[config.mk]
export PLATFORM = sky130hd
export DESIGN_NAME = ccl_top
export DESIGN_NICKNAME = d
export VERILOG_FILES = /design/src/ccl_pkg.sv /design/src/ccl_top.sv
export VERILOG_INCLUDE_DIRS = /design/src
export SDC_FILE = /design/constraint.sdc
export NUM_CORES = 1
export LEC_CHECK = 0
export BUFFER_PORTS_ARGS = -buffer_cell sky130_fd_sc_hd__buf_2
export CAP_MARGIN = 20
export CELL_PAD_IN_SITES_DETAIL_PLACEMENT = 0
export CELL_PAD_IN_SITES_GLOBAL_PLACEMENT = 1
export CORE_MARGIN = 2
export CORE_UTILIZATION = 30
export DETAILED_ROUTE_END_ITERATION = 6
export PLACE_DENSITY_LB_ADDON = 0.3
export SYNTH_ARGS = -nofsm -noshare
export SYNTH_HDL_FRONTEND = slang
export SYNTH_SLANG_ARGS = --single-unit
[constraint.sdc]
create_clock -name SYS_CLK -period 6.05 [get_ports SYS_CLK]
set_input_delay 0.605 -clock SYS_CLK [delete_from_list [all_inputs] [get_ports SYS_CLK]]
set_output_delay 0.605 -clock SYS_CLK [all_outputs]
set_load 0.02 [all_outputs]
[src/ccl_cfg.svh]
// Purpose: Constants for the chopper current limiter
// Assumes: 200 MHz system clock, thresholds coded in 50 mA steps
// Notes:   Offsets are byte addresses on the plain register port
`ifndef CCL_CFG_SVH
`define CCL_CFG_SVH

`define CCL_CLK_MHZ      200
`define CCL_BLANK_NS     11500
`define CCL_TOFF_NS      20500
`define CCL_BLANK_CYC    ((`CCL_BLANK_NS * `CCL_CLK_MHZ + 999) / 1000)
`define CCL_TOFF_CYC     ((`CCL_TOFF_NS * `CCL_CLK_MHZ + 999) / 1000)

`define CCL_OFS_CTRL     8'h00
`define CCL_OFS_STATUS   8'h04

`define CCL_CTRL_COMB    0
`define CCL_CTRL_USEL_A  1
`define CCL_CTRL_HSEL_A  2
`define CCL_CTRL_USEL_B  3
`define CCL_CTRL_HSEL_B  4
`define CCL_CTRL_RST     5'h00

`define CCL_STAT_OPEN_A  2
`define CCL_STAT_OPEN_B  3

`define CCL_I_6P5        9'h082
`define CCL_I_4P6        9'h05C
`define CCL_I_13         9'h104
`define CCL_I_9P2        9'h0B8
`define CCL_I_2P5        9'h032
`define CCL_H_0P25       9'h005
`define CCL_H_0P5        9'h00A
`define CCL_H_1P0        9'h014

`endif

[src/ccl_pkg.sv]
// Purpose: Types for the chopper current limiter
// Assumes: Nothing beyond the constants header
// Notes:   All four state codes are legal
package ccl_pkg;
   typedef enum logic [1:0]
   {
      CCL_RUN   = 2'b00,
      CCL_BLANK = 2'b01,
      CCL_TOFF  = 2'b10,
      CCL_HOLD  = 2'b11
   } ccl_state_t;
endpackage : ccl_pkg

[src/ccl_top.sv]
// Purpose: Chopper current limiter and bridge drive arbitration, two channels
// Assumes: Comparator and fault inputs are asynchronous levels from analog
// Notes:   Thresholds are coded in 50 mA steps for the threshold DACs
// Operation
// - Fault indicator returns high by itself when over-temperature ends.
// - Compare low-side current to upper and lower thresholds, slow decay while limiting.
// - Reset thresholds are 6.5 A upper and 0.25 A hysteresis per channel.
// - Dual mode: per channel 6.5 or 4.6 A with 0.25 or 0.5 A hysteresis.
// - Combined mode: 13 or 9.2 A total with 0.5 or 1.0 A hysteresis.
// - Over-threshold starts blanking; limit asserts if still over after 11.5 us.
// - Limit forces short brake on both low sides and starts minimum off time.
// - After 20.5 us off time with current below lower threshold, drive resumes.
// - Drive input is ignored while minimum off time runs.
// - Drive input low during blanking brakes at once.
// - Current above lower threshold at off-time end keeps brake and limit.
// - Current reaching lower threshold ends limit; drive resumes if input high.
// - Outside limiting, drive input low brakes, high drives in commanded direction.
// - Thermal warning drops upper threshold to 2.5 A, lower follows.
// - Open load drives fault indicator low and sets a status flag.
// - Current monitor stays on when disabled, off in sleep.
// - Fault indicator low while over-temperature, high once it clears.
// - Sleep input low turns all major circuits off.
`timescale 1ns/1ps
`include "ccl_cfg.svh"

module ccl_top
   import ccl_pkg::*;
#(
   parameter int unsigned TOFF_CYC = `CCL_TOFF_CYC
)
(
   input  wire logic        SYS_CLK,
   input  wire logic        SRST,
   input  wire logic [7:0]  ADDR,
   input  wire logic [31:0] WDATA,
   input  wire logic        WR,
   input  wire logic        RD,
   output logic      [31:0] RDATA,
   input  wire logic        DRIVE_PWM_INPUT_A,
   input  wire logic        DRIVE_PWM_INPUT_B,
   input  wire logic        DRIVE_DIR_A,
   input  wire logic        DRIVE_DIR_B,
   input  wire logic        DRIVE_ENABLE_LO,
   input  wire logic        SLEEP_REQUEST_N,
   input  wire logic        OVER_TEMP,
   input  wire logic        THERMAL_WARN,
   input  wire logic        OPEN_LOAD_A,
   input  wire logic        OPEN_LOAD_B,
   input  wire logic        CMP_HI_A,
   input  wire logic        CMP_LO_A,
   input  wire logic        CMP_HI_B,
   input  wire logic        CMP_LO_B,
   output logic             BRIDGE_OUT_A1_HI,
   output logic             BRIDGE_OUT_A1_LO,
   output logic             BRIDGE_OUT_A2_HI,
   output logic             BRIDGE_OUT_A2_LO,
   output logic             BRIDGE_OUT_B1_HI,
   output logic             BRIDGE_OUT_B1_LO,
   output logic             BRIDGE_OUT_B2_HI,
   output logic             BRIDGE_OUT_B2_LO,
   output logic             LIMIT_A,
   output logic             LIMIT_B,
   output logic      [8:0]  THR_HI_A,
   output logic      [8:0]  THR_LO_A,
   output logic      [8:0]  THR_HI_B,
   output logic      [8:0]  THR_LO_B,
   output logic             FAULT_INDICATOR_N,
   output logic             CURRENT_MONITOR_EN
);

   localparam logic [12:0] BLANK_LAST = 13'(`CCL_BLANK_CYC - 1);
   localparam logic [12:0] TOFF_LAST  = 13'(TOFF_CYC - 1);

   // Upper and lower threshold codes for one channel
   function automatic logic [17:0] ccl_thr(input logic comb, input logic usel,
                                           input logic hsel, input logic warn);
      logic [8:0] hi;
      logic [8:0] hy;
      hi = comb ? (usel ? `CCL_I_9P2 : `CCL_I_13) : (usel ? `CCL_I_4P6 : `CCL_I_6P5);
      hy = comb ? (hsel ? `CCL_H_1P0 : `CCL_H_0P5) : (hsel ? `CCL_H_0P5 : `CCL_H_0P25);
      if (warn)
      begin
         hi = `CCL_I_2P5;
      end
      return {hi, 9'(hi - hy)};
   endfunction : ccl_thr

   // Pin synchronisers
   logic [13:0] meta;
   logic [13:0] sync;
   logic [13:0] next_meta;
   logic [1:0]  pwm_s;
   logic [1:0]  dir_s;
   logic [1:0]  open_s;
   logic [1:0]  cmp_hi;
   logic [1:0]  cmp_lo;
   logic        en_lo_s;
   logic        awake;
   logic        ot_s;
   logic        warn_s;

   always_comb
   begin
      next_meta = {CMP_LO_B, CMP_HI_B, CMP_LO_A, CMP_HI_A, OPEN_LOAD_B, OPEN_LOAD_A, THERMAL_WARN,
                   OVER_TEMP, SLEEP_REQUEST_N, DRIVE_ENABLE_LO, DRIVE_DIR_B, DRIVE_DIR_A,
                   DRIVE_PWM_INPUT_B, DRIVE_PWM_INPUT_A};
   end

   always_ff @(posedge SYS_CLK)
   begin
      if (SRST)
      begin
         meta <= 14'h0000;
         sync <= 14'h0000;
      end
      else
      begin
         meta <= next_meta;
         sync <= meta;
      end
   end

   assign pwm_s   = sync[1:0];
   assign dir_s   = sync[3:2];
   assign en_lo_s = sync[4];
   assign awake   = sync[5];
   assign ot_s    = sync[6];
   assign warn_s  = sync[7];
   assign open_s  = sync[9:8];
   assign cmp_hi  = {sync[12], sync[10]};
   assign cmp_lo  = {sync[13], sync[11]};

   // Register file
   logic [4:0]  ctrl;
   logic [1:0]  open_flag;
   logic [31:0] rdata;
   logic [4:0]  next_ctrl;
   logic [1:0]  next_open_flag;
   logic [31:0] next_rdata;
   ccl_state_t  st [2];
   logic        comb_mode;

   assign comb_mode = ctrl[`CCL_CTRL_COMB];

   always_comb
   begin
      next_ctrl = ctrl;
      next_open_flag = open_flag;
      next_rdata = 32'h0000_0000;
      if (WR && ADDR == `CCL_OFS_CTRL)
      begin
         next_ctrl = WDATA[4:0];
      end
      if (WR && ADDR == `CCL_OFS_STATUS)
      begin
         next_open_flag = open_flag & ~WDATA[`CCL_STAT_OPEN_B:`CCL_STAT_OPEN_A];
      end
      next_open_flag = next_open_flag | open_s;
      if (RD && ADDR == `CCL_OFS_CTRL)
      begin
         next_rdata = {27'h000_0000, ctrl};
      end
      else if (RD && ADDR == `CCL_OFS_STATUS)
      begin
         next_rdata = {22'h00_0000, st[1], st[0], warn_s, ot_s, open_flag, st[1][1], st[0][1]};
      end
   end

   always_ff @(posedge SYS_CLK)
   begin
      if (SRST)
      begin
         ctrl      <= `CCL_CTRL_RST;
         open_flag <= 2'b00;
         rdata     <= 32'h0000_0000;
      end
      else
      begin
         ctrl      <= next_ctrl;
         open_flag <= next_open_flag;
         rdata     <= next_rdata;
      end
   end

   assign RDATA = rdata;

   // Per-channel limit machines
   logic [12:0] cnt [2];
   ccl_state_t  next_st [2];
   logic [12:0] next_cnt [2];
   logic [1:0]  hi_sel;
   logic [1:0]  lo_sel;

   always_comb
   begin
      for (int i = 0; i < 2; i++)
      begin
         hi_sel[i] = comb_mode ? cmp_hi[0] : cmp_hi[i];
         lo_sel[i] = comb_mode ? cmp_lo[0] : cmp_lo[i];
         next_st[i] = st[i];
         next_cnt[i] = cnt[i];
         if (!awake)
         begin
            next_st[i] = CCL_RUN;
            next_cnt[i] = 13'h0000;
         end
         else
         begin
            unique case (st[i])
               CCL_RUN:
               begin
                  if (hi_sel[i])
                  begin
                     next_st[i] = CCL_BLANK;
                     next_cnt[i] = 13'h0000;
                  end
               end
               CCL_BLANK:
               begin
                  next_cnt[i] = 13'(cnt[i] + 13'h0001);
                  if (cnt[i] == BLANK_LAST)
                  begin
                     next_cnt[i] = 13'h0000;
                     next_st[i] = hi_sel[i] ? CCL_TOFF : CCL_RUN;
                  end
               end
               CCL_TOFF:
               begin
                  next_cnt[i] = 13'(cnt[i] + 13'h0001);
                  if (cnt[i] == TOFF_LAST)
                  begin
                     next_cnt[i] = 13'h0000;
                     next_st[i] = lo_sel[i] ? CCL_HOLD : CCL_RUN;
                  end
               end
               CCL_HOLD:
               begin
                  if (!lo_sel[i])
                  begin
                     next_st[i] = CCL_RUN;
                  end
               end
            endcase
         end
         if (comb_mode && i == 1)
         begin
            next_st[1] = next_st[0];
            next_cnt[1] = next_cnt[0];
         end
      end
   end

   always_ff @(posedge SYS_CLK)
   begin
      for (int i = 0; i < 2; i++)
      begin
         if (SRST)
         begin
            st[i]  <= CCL_RUN;
            cnt[i] <= 13'h0000;
         end
         else
         begin
            st[i]  <= next_st[i];
            cnt[i] <= next_cnt[i];
         end
      end
   end

   assign LIMIT_A = st[0][1];
   assign LIMIT_B = st[1][1];

   // Bridge drive, thresholds, fault and monitor outputs
   logic [7:0]  drv;
   logic [7:0]  next_drv;
   logic [35:0] thr;
   logic [35:0] next_thr;
   logic        fault_n;
   logic        mon_en;
   logic        next_fault_n;
   logic        drive_en;
   logic [1:0]  brake;

   assign drive_en = awake && !en_lo_s;

   always_comb
   begin
      for (int i = 0; i < 2; i++)
      begin
         brake[i] = st[i][1] || !pwm_s[i];
         next_drv[4*i+0] = drive_en && !brake[i] && dir_s[i];
         next_drv[4*i+1] = drive_en && (brake[i] || !dir_s[i]);
         next_drv[4*i+2] = drive_en && !brake[i] && !dir_s[i];
         next_drv[4*i+3] = drive_en && (brake[i] || dir_s[i]);
      end
      next_thr = {ccl_thr(comb_mode, ctrl[comb_mode ? `CCL_CTRL_USEL_A : `CCL_CTRL_USEL_B],
                          ctrl[comb_mode ? `CCL_CTRL_HSEL_A : `CCL_CTRL_HSEL_B], warn_s),
                  ccl_thr(comb_mode, ctrl[`CCL_CTRL_USEL_A], ctrl[`CCL_CTRL_HSEL_A], warn_s)};
      next_fault_n = !(ot_s || (|open_s));
   end

   always_ff @(posedge SYS_CLK)
   begin
      if (SRST)
      begin
         drv     <= 8'h00;
         thr     <= {`CCL_I_6P5, 9'(`CCL_I_6P5 - `CCL_H_0P25), `CCL_I_6P5, 9'(`CCL_I_6P5 - `CCL_H_0P25)};
         fault_n <= 1'b1;
         mon_en  <= 1'b0;
      end
      else
      begin
         drv     <= next_drv;
         thr     <= next_thr;
         fault_n <= next_fault_n;
         mon_en  <= awake;
      end
   end

   assign {BRIDGE_OUT_A2_LO, BRIDGE_OUT_A2_HI, BRIDGE_OUT_A1_LO, BRIDGE_OUT_A1_HI} = drv[3:0];
   assign {BRIDGE_OUT_B2_LO, BRIDGE_OUT_B2_HI, BRIDGE_OUT_B1_LO, BRIDGE_OUT_B1_HI} = drv[7:4];
   assign {THR_HI_B, THR_LO_B, THR_HI_A, THR_LO_A} = thr;
   assign FAULT_INDICATOR_N  = fault_n;
   assign CURRENT_MONITOR_EN = mon_en;

   // Checks
   logic [12:0] lim_len;

   always_ff @(posedge SYS_CLK)
   begin
      if (SRST || !st[0][1])
      begin
         lim_len <= 13'h0000;
      end
      else if (lim_len != 13'h1FFF)
      begin
         lim_len <= 13'(lim_len + 13'h0001);
      end
   end
endmodule : ccl_top

# ---- Word-level counts from Yosys, hierarchy flattened
# Memory sizes are Yosys's and may differ from the RTL's.
# Index checks and enable logic that the tools add are counted.
dict set report op_classes {
  order_cmp 2
  eq_ne 11
  bitwise_logic 8
  n_reduce_logical 36
  muxes 62
  n_addsub 4
}
# op n
set ops {}
lappend ops {{$mux 13} 11}
lappend ops {{$pmux 13 s3} 2}
lappend ops {{$mux 9} 6}
lappend ops {{$mux 2} 19}
lappend ops {{$mux 5} 6}
lappend ops {{$add 13x1->13 const B} 2}
lappend ops {{$eq 13x12->1 const B} 2}
lappend ops {{$eq 13x13->1 const B} 2}
lappend ops {{$sub 9x5->9} 2}
lappend ops {{$mux 8} 2}
lappend ops {{$pmux 2 s4} 2}
lappend ops {{$logic_and 1x1->1} 15}
lappend ops {{$mux 1} 9}
lappend ops {{$eq 2x2->1 const B} 4}
lappend ops {{$eq 8x3->1 const B} 1}
lappend ops {{$logic_not 1->1} 8}
lappend ops {{$logic_not 8->1} 1}
lappend ops {{$mux 4} 2}
lappend ops {{$logic_or 1x1->1} 7}
lappend ops {{$bmux 1 s3} 2}
lappend ops {{$eq 2x1->1 const B} 2}
lappend ops {{$logic_not 2->1} 2}
lappend ops {{$lt 2x4->1 const B} 1}
lappend ops {{$lt 3x4->1 const B} 1}
lappend ops {{other kinds (8)} 12}
dict set report word_totals {
  mem_bits_rw 30
  register_bits 113
  n_memories 2
  in_bits 58
  out_inout_bits 80
}
# name depth word_bits rd rd_clocked_by_memory_dff write_ports line
set memory_table {}
lappend memory_table {cnt 2 13 2 0 2 ccl_top.sv:188} ;# logic [12:0] cnt [2];
lappend memory_table {st 2 2 2 0 2 ccl_top.sv:140} ;# ccl_state_t st [2];

# ---- Longest topological paths before layout
# Gate-level depths: netlist of run 1.
dict set report logic_depth {
  depth_word 8
  depth_mapped 12
}

# ---- Worst setup path after synthesis of run 1
# No wires, ideal clock.
dict set report synth_path {
  path_kind {reg2reg}
  startpoint {reg ctrl[0]}
  endpoint {reg thr[26]}
  n_path_buf 2
  stages_incl_launch_ff 13
  arrival_ps 2477
  period_less_slack_ps 2604
  slack_ps 3446
  cell_sequence {dfxtp_1 clkbuf_1 clkbuf_1 nor2b_1 nor2_1 nor2_1 ha_1 nor2b_1 o21ai_0 nand2b_1 a2111oi_0 xnor2_1 nor2_1}
}
dict set report synth_between {
  elab_chain_cells 8
}
# element line
set synth_lines {}
lappend synth_lines {{start, declared} ccl_top.sv:134} ;# logic [4:0] ctrl;
lappend synth_lines {{start signal, assigned} ccl_top.sv:173} ;# ctrl <= `CCL_CTRL_RST;
lappend synth_lines {{start signal, assigned} ccl_top.sv:179} ;# ctrl <= next_ctrl;
lappend synth_lines {{$mux 2 (no line)} -}
lappend synth_lines {{$bmux 1 s3} ccl_top.sv:296} ;# next_thr = {ccl_thr(comb_mode, ctrl[comb_mode ? `CCL_CTRL_USEL_A : `CCL_CTRL_USEL_B],
lappend synth_lines {{$mux 1 (2 in series)} ccl_top.sv:296}
lappend synth_lines {{$mux 8 (no line) or $mux 9 (tied branches)} -}
lappend synth_lines {{$mux 9 (*)} ccl_top.sv:79} ;# hi = comb ? (usel ? `CCL_I_9P2 : `CCL_I_13) : (usel ? `CCL_I_4P6 : `CCL_I_6P5);
lappend synth_lines {{$mux 9 (*)} ccl_top.sv:81} ;# if (warn)
lappend synth_lines {{net next_thr[29]} ccl_top.sv:277} ;# logic [35:0] next_thr;
lappend synth_lines {{$sub 9x5->9 (*)} ccl_top.sv:85} ;# return {hi, 9'(hi - hy)};
lappend synth_lines {{end signal, assigned} ccl_top.sv:307} ;# thr <= {`CCL_I_6P5, 9'(`CCL_I_6P5 - `CCL_H_0P25), `CCL_I_6P5, 9'(`CCL_I_6P5 - `CCL_H_0P25)};
lappend synth_lines {{end signal, assigned} ccl_top.sv:314} ;# thr <= next_thr;
lappend synth_lines {{end, declared} ccl_top.sv:276} ;# logic [35:0] thr;
# Mark *: on every way through the listed nets, which the timed path passes. The rest lies on a longest branch. The select of a mux whose other input is x is not followed.
# A chain may end at the register's enable or synchronous reset.

# ---- Final worst setup path of run 1
dict set report layout_path {
  startpoint {reg ctrl[0]}
  endpoint {reg thr[8]}
}
dict set report layout_between {
  elab_chain_cells 3
}
# element line
set layout_lines {}
lappend layout_lines {{$mux 9} ccl_top.sv:79}
lappend layout_lines {{$mux 9} ccl_top.sv:81}
lappend layout_lines {{net next_thr[11]} ccl_top.sv:277}
lappend layout_lines {{$sub 9x5->9} ccl_top.sv:85}
# The timed path passes the listed nets, and every way through them passes these cells.

==> metrics.csv, run 1 <==
metric;value;unit
worst r2r dst;thr[8];
setup slack, reg-to-reg;2.77;ns
Worst Hold Path EP;meta[9];
Slew Limit Fails;0;
CP Capture Type;flip-flop;
Die ar.;0.0185;mm^2
hold crit path type;input pin to flip-flop;
share of cells above drive strength 1;19.0;%
final hold vios;0;
Root Driver;clkbuf_16;
# DRC;0;
crit path DAT;3.55;ns
Reg2Reg Depth;10;
Synth warnings;0;
CP max-delay cell;dfxtp_1;
All-Layer GR Usage;14.5;%
final core utilization;37.2;%
most frequent cells in the layout;dfxtp_1 (116), buf_2 (86), nor2_1 (56);
total gr overflow;0;
PwrDens;303;mW/mm^2
hold_ws;0.393;ns
Final Setup Violations;0;
die width;136;um
fill count;1814;
Initial Util;30.5;%
ys async rst share;0;%
status;finished clean;
Synth Area in Adders;5.54;%
number of synthesized flops with an enable pin;0;
Simple-Gate Fraction of Synth Area;24.0;%
TNS Setup;0;ns
crit-path max cell delay;0.80;ns
synthesized area per cell;8.88;um^2
Post-DP HPWL;9270;um
post-synthesis sequential area ratio;44.3;%
synthesis-to-layout area growth;21.9;%
most common cell after layout, fill and taps aside;dfxtp_1;
synthesized area;0.00524;mm^2
RSZ-0062 raised after global routing;false;
initial antenna violation count;0;
post-cts sizing count;0;
Static Leakage;2.67;nW
most common flop cell mapped by yosys;dfxtp_1;
Max transition margin;43.0;%
total CTS buffers;17;
Clock Path Buffers;2;
Nets;751;
final period utilization;54.2;%
hold wc startpoint;OPEN_LOAD_B;
vias in the first global route;4080;
post-synthesis compound-gate area fraction;13.9;%
ant diodes;0;
Chip Height;136;um
XOR/XNOR Fraction of Synth Area;1.67;%
Hold Crit Depth;2;
max_cap viols;0;
CP max FO;20;
clock sink count;116;
via count;4271;
Crit path required time;6.32;ns
GP Congestion;0.812;
largest net degree at the start of global routing;59;
Pwr Total;1.94;mW
Clock transition at path regs;0.05;ns
initial drt markers;242;
Routed WL per cell;14.2;um
# rows;48;
CP Cell Sequence;inv_1, ha_1, nor2b_1, ha_1, nor2b_1, o21ai_0, nand2b_1, a211o_1, o21ai_0, a21oi_1;
post-synthesis cell type count;61;
first-pass GRT wire length;20600;um
# Post-CTS Setup Buffers;0;
delay-heaviest family, CP;flip-flops;
fmax;305;MHz
crit path kind;flip-flop to flip-flop;
core area;0.0172;mm^2
IO buf count;86;
Synth Instances;590;
H-tree depth;4;
RR Startpoint;ctrl[0];
main combinational cell family by area after synthesis;simple AND/OR/NAND/NOR gates;
Critical path buffers and inverters;1;
I/O pin total;138;
Clock Latency Late Sink;0.42;ns
post-synthesis mux area share;2.89;%
CTS tree;built;
worst-margin pin slew;0.854;ns
DR pass1 iterations;4;
maximum VDD drop;0.176;mV
nature of the critical path startpoint;flip-flop;
min Tclk post-route;3.28;ns
Routed Wire Length;12900;um
Antenna Violating Nets Remaining;0;
#FFs+latches synth;116;
Via density;4.70;
clk_skew;0.00760;ns
cts hold-fix bufs;0;
[through the flow]
step / cells / instance area, um^2 / setup slack (ns)
final: 909 / 6390 / 2.77
after global routing: 909 / 6390 / 2.47
after CTS: 909 / 6390 / 2.77
after detailed placement: 877 / 5760 / 2.79
after global placement: 877 / 5760 / 2.83
after floorplan: 613 / 5330 / 3.45
[metal layers]
metal / routed length, um / global-route usage [%] / vias up
met5: 0 / 0 / -
met4: 259 / 6.54 / 0
met3: 640 / 3.99 / 21
met2: 5920 / 22.9 / 107
met1: 6100 / 18.5 / 1995
li1: - / - / 2148
[worst max path at each step]
stage,start,end,slack (ns),depth (start not counted)
after detailed placement,ctrl[0],thr[8],2.79,10
after CTS,ctrl[0],thr[8],2.77,10
after floorplan,ctrl[0],thr[26],3.45,12
after global placement,ctrl[0],thr[8],2.83,10
after global routing,ctrl[0],thr[8],2.47,10
final,ctrl[0],thr[8],2.77,10
[synth_stat cells, types with 4 or more instances]
cell type,n,area (um^2)
a31oi_1,9,56.3
nand2_1,39,146
inv_1,26,97.6
nand3_1,16,80.1
mux2i_1,14,140
nor2b_1,43,269
a21oi_1,23,115
a2bb2oi_1,4,35.0
nor3_1,14,70.1
o21ai_0,41,205
nor4_1,4,25.0
clkbuf_1,18,67.6
or3_1,7,43.8
buf_4,27,203
nand2b_1,9,56.3
and2_1,13,81.3
nor2_1,56,210
dfxtp_1,116,2320
a222oi_1,4,40.0
and3_1,10,62.6
xnor2_1,10,87.6
or2_2,4,25.0
a22oi_1,4,30.0
ha_1,20,250
o21a_1,5,37.5
[cell families after synthesis]
kind of cell | Yosys count
AO/OA/AOI/OAI | 113
XOR/XNOR | 10
adder cells (fa/ha/maj) | 22
buffers and inverters | 76
flip-flops | 116
multiplexers | 15
other | 1
AND/OR/NAND/NOR | 237
[sequential cells by signal, indices dropped and copies added (netlist names)]
name	flops
CURRENT_MONITOR_EN	1
FAULT_INDICATOR_N	1
RDATA	10
cnt	26
ctrl	5
drv	8
meta	14
open_flag	2
st	4
sync	14
thr	31
[layout make-up]
class,count,area (um^2),share of cell area (%)
Inverter,26,97.6,1.53
Sequential cell,116,2320,36.3
Clock inverter,9,150,2.35
Clock buffer,23,478,7.48
Multi-Input combinational cell,421,2610,40.8
Timing Repair Buffer,89,453,7.09
Tap cell,225,282,4.41
[power by group]
group          internal, mW  leakage, nW  total (mW)  switching, mW
clock                 0.719        0.303        1.07          0.347
sequential            0.780        0.943       0.787        0.00716
combinational        0.0283         1.42      0.0822         0.0539
No activity file was read; power rests on OpenSTA's default activity.
==> inputs of run 2 (changes only) <==
Clock period 6.05 ns to 3.2 ns, I/O delays scaled along.
==> run 2 against run 1 <==
- largest power group unchanged
- highest routed layer unchanged
- clock power increased by 73%
- via count barely moved
- clock skew down 0.00080 ns
- worst hold slack got worse by 0.28 ns
- register-to-register slack worse by 2.3 ns
==> metrics.csv, run 2 (synthesized netlist as in run 1, its figures left out) <==
metric;value;unit
final core utilization;37.0;%
min Tclk post-route;2.77;ns
initial antenna violation count;0;
most common cell after layout, fill and taps aside;dfxtp_1;
RSZ-0062 raised after global routing;false;
PwrDens;549;mW/mm^2
Root Driver;clkbuf_16;
initial drt markers;197;
crit-path max cell delay;0.52;ns
total gr overflow;0;
status;finished clean;
hold crit path type;input pin to flip-flop;
crit path kind;flip-flop to flip-flop;
clk_skew;0.00681;ns
DR pass1 iterations;5;
nature of the critical path startpoint;flip-flop;
synthesis-to-layout area growth;21.5;%
post-cts sizing count;0;
Clock transition at path regs;0.05;ns
Max transition margin;55.0;%
cts hold-fix bufs;0;
CP max-delay cell;a2111oi_0;
CP dominant cell by count;nor2_1;
ant diodes;0;
via count;4269;
vias in the first global route;4028;
# rows;48;
Biggest register;thr;
Antenna Violating Nets Remaining;0;
largest net degree at the start of global routing;58;
clock sink count;116;
most frequent cells in the layout;dfxtp_1 (116), buf_2 (86), nor2_1 (56);
# Post-CTS Setup Buffers;0;
Crit path required time;3.47;ns
GP Congestion;0.842;
share of cells above drive strength 1;19.4;%
CP Cell Sequence;inv_1, ha_1, nor2_1, nor2_1, ha_1, nor2b_1, o21ai_0, nand2b_1, a2111oi_0, xnor2_1, nor2_1;
worst-margin pin slew;0.674;ns
CP Capture Type;flip-flop;
Routed WL per cell;14.0;um
# DRC;0;
All-Layer GR Usage;14.3;%
number of flip-flops in the largest register;31;
fmax;361;MHz
final hold vios;0;
core area;0.0172;mm^2
die width;136;um
CTS tree;built;
maximum VDD drop;0.372;mV
final period utilization;86.5;%
Slew Limit Fails;0;
Routed Wire Length;12800;um
dpl cells;881;
I/O pin total;138;
crit path DAT;3.04;ns
IO buf count;86;
delay-heaviest family, CP;compound AO/OA/AOI/OAI gates;
Non-Filler Instances;912;
TNS Setup;0;ns
biggest regs;thr x31, cnt x26;
Nets;755;
first-pass GRT wire length;20500;um
Die ar.;0.0185;mm^2
hold_ws;0.111;ns
Critical path buffers and inverters;1;
Clock Path Buffers;2;
Post-DP HPWL;9380;um
CP max FO;7;
Static Leakage;2.67;nW
total CTS buffers;17;
max_cap viols;0;
Chip Height;136;um
Initial Util;30.5;%
Final Setup Violations;0;
Clock Latency Late Sink;0.41;ns
H-tree depth;4;
Via density;4.68;
run 2: cell type report:
type	count	area (um^2)
Timing Repair Buffer	93	483
Tap cell	225	282
Clock inverter	11	136
Multi-Input combinational cell	421	2610
Sequential cell	116	2320
Inverter	26	97.6
Clock buffer	20	437
Fill cell	1814	10800
run 2: final timing paths:
kind	cells past startpoint	from	slack, ns	to
setup / recovery	11	ctrl[1]	0.43	thr[26]
hold / removal	2	CMP_LO_B	0.11	meta[13]
hold reg to reg	1	meta[4]	0.43	sync[4]
setup reg to reg	11	ctrl[1]	0.43	thr[26]
run 2: power by group:
group	switching, mW	internal, mW
registers	0.0119	1.47
logic	0.103	0.0549
clock network	0.638	1.21
run 2: through the flow:
step	setup slack (ns)	power [mW]	cell area, um^2
CTS	0.397	3.54	6360
global placement	0.436	1.67	5790
detailed placement	0.420	1.68	5790
floorplan	0.596	1.65	5330
global route	0.136	3.62	6360
finish	0.431	3.49	6360
run 2: routing by layer:
| layer | wire length (um) | share of wire [%] | track usage, % | vias to the layer above |
|---|---|---|---|---|
| met1 | 6070 | 47 | 18.9 | 1989 |
| met5 | 0 | 0 | 0 | - |
| met4 | 136 | 1.1 | 5.73 | 0 |
| met3 | 703 | 5.5 | 3.80 | 8 |
| met2 | 5880 | 46 | 22.2 | 115 |
| li1 | - | - | - | 2157 |
